===== src/logic/rid_consts.vh =====
// constants for the rotate instruction datapath: register offsets,
// field positions, reset values and the phase count.
// assumes byte addressing on a 32-bit Avalon-MM register port.
`ifndef RID_CONSTS_VH
`define RID_CONSTS_VH

// ********************************************************************
// register byte offsets
// ********************************************************************
`define RID_OFS_CTRL     8'h00
`define RID_OFS_BANK     8'h04
`define RID_OFS_WORK     8'h08
`define RID_OFS_STATUS   8'h0C
`define RID_OFS_CMD      8'h10
`define RID_OFS_INDEX    8'h14

// ********************************************************************
// field positions
// ********************************************************************
`define RID_CTRL_EXT     0
`define RID_ST_CARRY     0
`define RID_ST_ZERO      1
`define RID_ST_NEG       2
`define RID_ST_BUSY      7
`define RID_CMD_DEST     8
`define RID_CMD_ACCESS   9
`define RID_CMD_OP       10

// ********************************************************************
// operation codes and address constants
// ********************************************************************
`define RID_OP_ROTL      1'b0
`define RID_OP_ROTR      1'b1
`define RID_IDX_LIMIT    8'h5F
`define RID_ACC_SPLIT    8'h60
`define RID_ACC_HIBANK   4'hF
`define RID_ACC_LOBANK   4'h0

// ********************************************************************
// reset values
// ********************************************************************
`define RID_RST_BYTE     8'h00
`define RID_RST_BANK     4'h0
`define RID_RST_INDEX    12'h000
`define RID_RST_CMD      11'h300
`define RID_QPHASES      4

`endif


===== src/logic/rid_top.v =====
// rotate instruction datapath: issues a rotate over four phases,
// reads and writes the file register port, holds working register,
// bank selector and flags behind an Avalon-MM slave.
// assumes the register file answers reads combinationally, same clock.
//
// Contract
// - rotate left shifts operand by one
// - rotate right through carry, lsb to carry
// - dest zero writes working register only
// - dest one writes back to file register
// - access zero: access bank; one: bank selector
// - extended set: indexed offset when access zero and f<=5Fh
// - one word, four phases: decode/read/process/write
`timescale 1ns/1ns
`default_nettype none
`include "rid_consts.vh"

module rid_top
(
   // clock and reset
   input  wire        clock,
   input  wire        nrst,
   // avalon-mm register slave
   input  wire [7:0]  address,
   input  wire        read,
   input  wire        write,
   input  wire [3:0]  byteenable,
   input  wire [31:0] writedata,
   output reg  [31:0] readdata,
   output wire        waitrequest,
   // data memory file register port
   output reg  [11:0] fileAddr,
   output reg         fileRdEn,
   input  wire [7:0]  fileRdData,
   output reg         fileWrEn,
   output reg  [7:0]  fileWrData,
   // completion
   output reg         instrDone
);

   // ********************************************************************
   // phase states
   // ********************************************************************
   localparam [2:0] ST_IDLE = 3'b000;
   localparam [2:0] ST_Q1   = 3'b001;
   localparam [2:0] ST_Q2   = 3'b010;
   localparam [2:0] ST_Q3   = 3'b011;
   localparam [2:0] ST_Q4   = 3'b100;

   // ********************************************************************
   // state and software-visible registers
   // ********************************************************************
   reg  [2:0]  state_reg;      // current phase
   reg         ext_reg;        // extended instruction set enable
   reg  [3:0]  bank_reg;       // bank_selector
   reg  [7:0]  work_reg;       // working register
   reg         carry_reg;      // carry flag
   reg         zero_reg;       // zero flag
   reg         neg_reg;        // negative flag
   reg  [10:0] cmd_reg;        // latched rotate command
   reg  [11:0] index_reg;      // index base for literal offset mode
   reg  [7:0]  operand_reg;    // operand read in phase two
   reg  [7:0]  result_reg;     // result made in phase three
   reg         carryNew_reg;   // carry from phase three
   reg         zeroNew_reg;    // zero from phase three
   reg         negNew_reg;     // negative from phase three
   reg         rdAck_reg;      // read answer cycle
   wire        busy;           // instruction in flight
   wire        wrGo;           // write accepted this edge
   wire [7:0]  rotResult;      // rotator output
   wire        rotCarry;       // rotator carry
   wire        rotZero;        // rotator zero
   wire        rotNeg;         // rotator negative
   reg  [11:0] resolvedAddr;   // operand address from command

   assign busy = (state_reg != ST_IDLE);

   // ********************************************************************
   // bus handshake
   // ********************************************************************
   // reads take one wait cycle so read data come from a flip-flop;
   // writes stall while busy so software never races the phase four write
   assign waitrequest = (read & ~rdAck_reg) | (write & busy);
   assign wrGo        = write & ~busy;

   // ********************************************************************
   // operand address resolution
   // ********************************************************************
   // picks the 12-bit file address from f, access bit and mode
   always @*
   begin
      resolvedAddr = {bank_reg, cmd_reg[7:0]};
      if (!cmd_reg[`RID_CMD_ACCESS] && ext_reg && (cmd_reg[7:0] <= `RID_IDX_LIMIT))
      begin
         resolvedAddr = index_reg + {4'h0, cmd_reg[7:0]};
      end
      else if (!cmd_reg[`RID_CMD_ACCESS])
      begin
         if (cmd_reg[7:0] < `RID_ACC_SPLIT)
         begin
            resolvedAddr = {`RID_ACC_LOBANK, cmd_reg[7:0]};
         end
         else
         begin
            resolvedAddr = {`RID_ACC_HIBANK, cmd_reg[7:0]};
         end
      end
      else
      begin
         resolvedAddr = {bank_reg, cmd_reg[7:0]};
      end
   end

   // ********************************************************************
   // rotator
   // ********************************************************************
   rid_rotate_unit u_rotate
   (
      .opSel    (cmd_reg[`RID_CMD_OP]),
      .operand  (operand_reg),
      .carryIn  (carry_reg),
      .result   (rotResult),
      .carryOut (rotCarry),
      .zeroFlag (rotZero),
      .negFlag  (rotNeg)
   );

   // ********************************************************************
   // phase sequencer and datapath
   // ********************************************************************
   // one instruction: Q1 decode, Q2 read, Q3 process, Q4 write
   always @(posedge clock)
   begin
      if (!nrst)
      begin
         state_reg    <= ST_IDLE;
         fileAddr     <= 12'h000;
         fileRdEn     <= 1'b0;
         fileWrEn     <= 1'b0;
         fileWrData   <= `RID_RST_BYTE;
         operand_reg  <= `RID_RST_BYTE;
         result_reg   <= `RID_RST_BYTE;
         carryNew_reg <= 1'b0;
         zeroNew_reg  <= 1'b0;
         negNew_reg   <= 1'b0;
         instrDone    <= 1'b0;
      end
      else
      begin
         instrDone <= 1'b0;
         case (state_reg)
            // wait for a command write
            ST_IDLE:
            begin
               if (wrGo && (address == `RID_OFS_CMD) && byteenable[0])
               begin
                  state_reg <= ST_Q1;
               end
            end
            ST_Q1:
            begin
               fileAddr  <= resolvedAddr;
               fileRdEn  <= 1'b1;
               state_reg <= ST_Q2;
            end
            ST_Q2:
            begin
               operand_reg <= fileRdData;
               fileRdEn    <= 1'b0;
               state_reg   <= ST_Q3;
            end
            ST_Q3:
            begin
               result_reg   <= rotResult;
               carryNew_reg <= rotCarry;
               zeroNew_reg  <= rotZero;
               negNew_reg   <= rotNeg;
               fileWrData   <= rotResult;
               fileWrEn     <= cmd_reg[`RID_CMD_DEST];
               state_reg    <= ST_Q4;
            end
            ST_Q4:
            begin
               fileWrEn  <= 1'b0;
               instrDone <= 1'b1;
               state_reg <= ST_IDLE;
            end
            // unused codes fall back to idle
            default:
            begin
               state_reg <= ST_IDLE;
            end
         endcase
      end
   end

   // ********************************************************************
   // software registers and flag commit
   // ********************************************************************
   // bus writes only land while idle, so they never meet the Q4 commit
   always @(posedge clock)
   begin
      if (!nrst)
      begin
         ext_reg   <= 1'b0;
         bank_reg  <= `RID_RST_BANK;
         work_reg  <= `RID_RST_BYTE;
         carry_reg <= 1'b0;
         zero_reg  <= 1'b0;
         neg_reg   <= 1'b0;
         cmd_reg   <= `RID_RST_CMD;
         index_reg <= `RID_RST_INDEX;
      end
      else if (state_reg == ST_Q4)
      begin
         if (!cmd_reg[`RID_CMD_DEST])
         begin
            work_reg <= result_reg;
         end
         carry_reg <= carryNew_reg;
         zero_reg  <= zeroNew_reg;
         neg_reg   <= negNew_reg;
      end
      else if (wrGo)
      begin
         // decode the write target
         if (address == `RID_OFS_CTRL)
         begin
            if (byteenable[0]) ext_reg <= writedata[`RID_CTRL_EXT];
         end
         else if (address == `RID_OFS_BANK)
         begin
            if (byteenable[0]) bank_reg <= writedata[3:0];
         end
         else if (address == `RID_OFS_WORK)
         begin
            if (byteenable[0]) work_reg <= writedata[7:0];
         end
         else if (address == `RID_OFS_STATUS)
         begin
            if (byteenable[0])
            begin
               carry_reg <= writedata[`RID_ST_CARRY];
               zero_reg  <= writedata[`RID_ST_ZERO];
               neg_reg   <= writedata[`RID_ST_NEG];
            end
         end
         else if (address == `RID_OFS_CMD)
         begin
            // command needs the low byte; the high byte alone is ignored
            if (byteenable[0])
            begin
               cmd_reg[7:0] <= writedata[7:0];
               if (byteenable[1]) cmd_reg[10:8] <= writedata[10:8];
            end
         end
         else if (address == `RID_OFS_INDEX)
         begin
            if (byteenable[0]) index_reg[7:0]  <= writedata[7:0];
            if (byteenable[1]) index_reg[11:8] <= writedata[11:8];
         end
      end
   end

   // ********************************************************************
   // read answer
   // ********************************************************************
   // first read cycle loads data, second drops waitrequest
   always @(posedge clock)
   begin
      if (!nrst)
      begin
         rdAck_reg <= 1'b0;
         readdata  <= 32'h0000_0000;
      end
      else
      begin
         rdAck_reg <= read & ~rdAck_reg;
         if (read && !rdAck_reg)
         begin
            // unmapped offsets read zero
            if (address == `RID_OFS_CTRL)
               readdata <= {31'h0000_0000, ext_reg};
            else if (address == `RID_OFS_BANK)
               readdata <= {28'h000_0000, bank_reg};
            else if (address == `RID_OFS_WORK)
               readdata <= {24'h00_0000, work_reg};
            else if (address == `RID_OFS_STATUS)
               readdata <= {24'h00_0000, busy, 4'h0, neg_reg, zero_reg, carry_reg};
            else if (address == `RID_OFS_CMD)
               readdata <= {21'h00_0000, cmd_reg};
            else if (address == `RID_OFS_INDEX)
               readdata <= {20'h0_0000, index_reg};
            else
               readdata <= 32'h0000_0000;
         end
      end
   end

endmodule // rid_top
`default_nettype wire


===== src/logic/rid_rotate_unit.v =====
// combinational rotator for the two rotate instructions, with flags.
// assumes the caller registers its inputs and outputs.
`timescale 1ns/1ns
`default_nettype none
`include "rid_consts.vh"

module rid_rotate_unit
(
   // operation select and operand
   input  wire       opSel,
   input  wire [7:0] operand,
   input  wire       carryIn,
   // result and flags
   output reg  [7:0] result,
   output reg        carryOut,
   output wire       zeroFlag,
   output wire       negFlag
);

   // ********************************************************************
   // rotate datapath
   // ********************************************************************
   // select one of the two rotations; carry is untouched by the left one
   always @*
   begin
      if (opSel == `RID_OP_ROTR)
      begin
         result   = {carryIn, operand[7:1]};
         carryOut = operand[0];
      end
      else
      begin
         result   = {operand[6:0], operand[7]};
         carryOut = carryIn;
      end
   end

   assign zeroFlag = (result == 8'h00);
   assign negFlag  = result[7];

endmodule // rid_rotate_unit
`default_nettype wire


===== config.mk =====
export PLATFORM = sky130hd
export DESIGN_NAME = rid_top
export DESIGN_NICKNAME = d
export VERILOG_FILES = /design/src/logic/rid_top.v /design/src/logic/rid_rotate_unit.v
export VERILOG_INCLUDE_DIRS = /design/src /design/src/logic
export SDC_FILE = /design/constraint.sdc
export NUM_CORES = 1
export LEC_CHECK = 0
export BUFFER_PORTS_ARGS = -buffer_cell sky130_fd_sc_hd__buf_4
export CORE_ASPECT_RATIO = 1.4
export CORE_MARGIN = 2
export CORE_UTILIZATION = 30
export DETAILED_ROUTE_END_ITERATION = 7
export SKIP_LAST_GASP = 1
export SYNTH_ARGS = -nofsm -noshare
export SYNTH_HDL_FRONTEND = slang
export SYNTH_HIERARCHICAL = 1
export SYNTH_SLANG_ARGS = --single-unit
export TNS_END_PERCENT = 1

===== constraint.sdc =====
create_clock -name clock -period 2.7 [get_ports clock]
set_input_delay 0.27 -clock clock [delete_from_list [all_inputs] [get_ports clock]]
set_output_delay 0.27 -clock clock [all_outputs]
set_load 0.03 [all_outputs]

==> key figures <==
Yosys
  – Post-synthesis sequential area ratio: 38.8%
  – Count of cell types in the netlist: 62
  – Post-synth EDFFs: 0
  – #FFs+latches synth: 89
  – Syn. warnings: 6
  – Post-Syn Instances: 552
  – Synthesized cell area: 4590 sq um
  – Syn avg cell area: 8.32 sq um
  – Dominant synthesized flop cell: dfxtp_1
  – FFs w/ async S/R, synth: 0%

Power
  – Reg power frac: 49.6%
  – Combinational share of power: 6.6%
  – Clock share of power: 43.7%
  – PD cells: 487 nW/um^2
  – Pint: 2.03 mW
  – Lkg Pwr: 2.21 nW
  – Sw Ratio: 23.4%
  – Switch Pwr: 0.621 mW
  – Maximum vdd drop: 0.298 mV

STA
  – Final Max Tran Viols: 0
  – Max_slew headroom: 39.2%
  – Maximum clock frequency: 460 MHz
  – Clock Skews: 8.94 ps
  – Final period utilization: 80.6%
  – Min Tclk post-route: 2180 ps
  – Final Hold Viols: 0
  – Final Setup Violations: 0
  – Unrepaired setup endpoints after global routing: no
  – Worst slew pin tran: 889 ps
  – Fin Setup TNS: 0 ps
  – Final hold slack: 153 ps

Place
  – Placed cells: 785
  – Post-DP HPWL: 9850 um
  – I/O Buffers: 69
  – Placer Congestion: 0.871

Run
  – MaxCap Viol Count: 0

Drt
  – Final wirelength: 12,900 um
  – Wire length per cell: 16.2 um
  – # DRC: 0
  – Total vias in the final route: 4,064
  – DRT iter0 DRCs: 207
  – Via density: 5.09
  – 1st-pass router iterations: 7
  – Detail Route Antenna Nets: 0

Floorplanning
  – Vert. Die Dim: 150 um
  – Die area: 16,300 sq um
  – Starting Density: 30.6%
  – Rows: 53
  – Core ar.: 15,000 sq um
  – IO Pins: 112
  – Die X: 109 um

Layout
  – Final Net Count: 669
  – Non-Filler Instances: 799
  – Layout cells sized above 1: 18.8%
  – Diode count: 0
  – Core Util, Final: 36.3%
  – Layout area overhead: 18.4%
  – Most frequent cells in the layout: 97 x nand2_1, 89 x dfxtp_1, 74 x buf_4
  – Most common cell after layout, fill and taps aside: nand2_1

Worst setup path
  – CP startpoint kind: register
  – Crit Path Class: reg2reg
  – Crit-path slowest cell: fa_1
  – Slowest Stage Delay on Critical Path: 410 ps
  – Worst path cell trace: ha_1 > inv_1 > fa_1 > nor2b_1 > o31ai_1 > a211oi_1 > xnor2_1 > o22ai_1
  – Worst Path Arrival: 2380 ps
  – Crit path max-delay family: adder cells
  – Endpoint type of the worst setup path: register
  – CP required: 2910 ps
  – Worst-path fanout max: 4
  – Crit path buffers/inverters: 1

CTS
  – Worst skew pair latency: 340 ps
  – Total CTS buffers: 9
  – Clock Path Buffers: 2
  – # resized after CTS: 0
  – Root buffer cell: clkbuf_16
  – CTS sink count: 89
  – CTS tree: built
  – H-tree depth: 3
  – Hold_buf cts: 0
  – Clock-pin transition on the worst setup and hold timing paths: 60 ps
  – Total setup buffers inserted after CTS: 0

GRT
  – Number of global-route vias before repair: 3,837
  – Grt ovf: 0
  – Initial antenna violation count: 0
  – GRT Overall Usage: 16.1%
  – First-pass GRT wire length: 20,300 um
  – Largest net degree at the start of global routing: 33

Outcome
  – Status: finished clean

Hold path
  – Hold Path Class: in2reg
[Yosys cell counts (3+ instances only)]
library cell,n,area (sq um)
o211ai_1,7,52.6
o2111ai_1,3,26.3
buf_4,23,173
a21oi_1,49,245
nor2_1,52,195
and2_1,3,18.8
buf_2,7,35.0
nand3_1,19,95.1
o22ai_1,4,25.0
mux2_2,12,135
ha_1,8,100
a311oi_1,8,70.1
nand4_1,6,37.5
clkbuf_1,19,71.3
a22oi_1,8,60.1
dfxtp_1,89,1780
xnor2_1,6,52.6
and4_1,3,26.3
nor4_1,3,18.8
o21ai_0,16,80.1
inv_1,9,33.8
mux2i_1,33,330
nor3_1,5,25.0
nand2b_1,4,25.0
a211oi_1,6,45.0
nand2_1,97,364
nor2b_1,9,56.3
[per-stage QoR]
stage / worst slack [ps] / total power [mW] / cell area [sq um]
after floorplan: 885 / 1.47 / 4660
after global placement: 615 / 1.52 / 5170
after detailed placement: 569 / 1.52 / 5170
after CTS: 558 / 2.67 / 5440
after global routing: 377 / 2.73 / 5440
final: 525 / 2.65 / 5440
[cells by family after synthesis]
group                      after synthesis  share of synthesized area (%)
AOI/OAI and AO/OA                      118                           16.8
xor gates and xnor gates                 7                           1.33
adders and majority gates                9                           2.62
buffers and inverters                   63                           7.57
DFF                                     89                           38.8
muxes                                   45                           10.1
other                                    1                         0.0816
and+or+nand+nor                        220                           22.7
[tightest hold or removal path, cell delays in order]
cell	delay (ps)
buf_4	90
mux2i_1	50
nand2_1	50
[worst paths after layout]
kind                     start      endpoint  slack [ps]  depth (start not counted)
setup / recovery    cmd_reg[0]  fileAddr[10]         520                          8
hold / removal    writedata[8]    cmd_reg[8]         150                          3
hold reg to reg   carryNew_reg  carryNew_reg         460                          2
setup reg to reg    cmd_reg[0]  fileAddr[10]         520                          8
[final cells by class]
cell class / instances / area [sq um]
clock buffers: 11 / 253
clock inverters: 3 / 17.5
fillers: 1581 / 9550
inverters: 10 / 37.5
multi-input cells: 419 / 2530
flip-flops and latches: 89 / 1780
well taps: 192 / 240
repair buffers: 75 / 576
[routing by layer]
layer | share of wire, % | track usage (%) | up-vias
met4 | 2.1 | 5.90 | 0
met3 | 5.2 | 3.25 | 18
met5 | 0 | 0 | -
met1 | 41 | 18.9 | 1930
met2 | 51 | 28.7 | 111
li1 | - | - | 2005
[power groups by stage]
stage	Combinational, mW	Clock (mW)	Sequential (mW)
2_1_floorplan	0.122	0	1.35
3_3_place_gp	0.173	0	1.35
5_1_grt	0.188	1.23	1.32
6_report	0.176	1.16	1.32
4_1_cts	0.175	1.18	1.32
3_5_place_dp	0.175	0	1.35
Power figures use the tool's default switching activity.
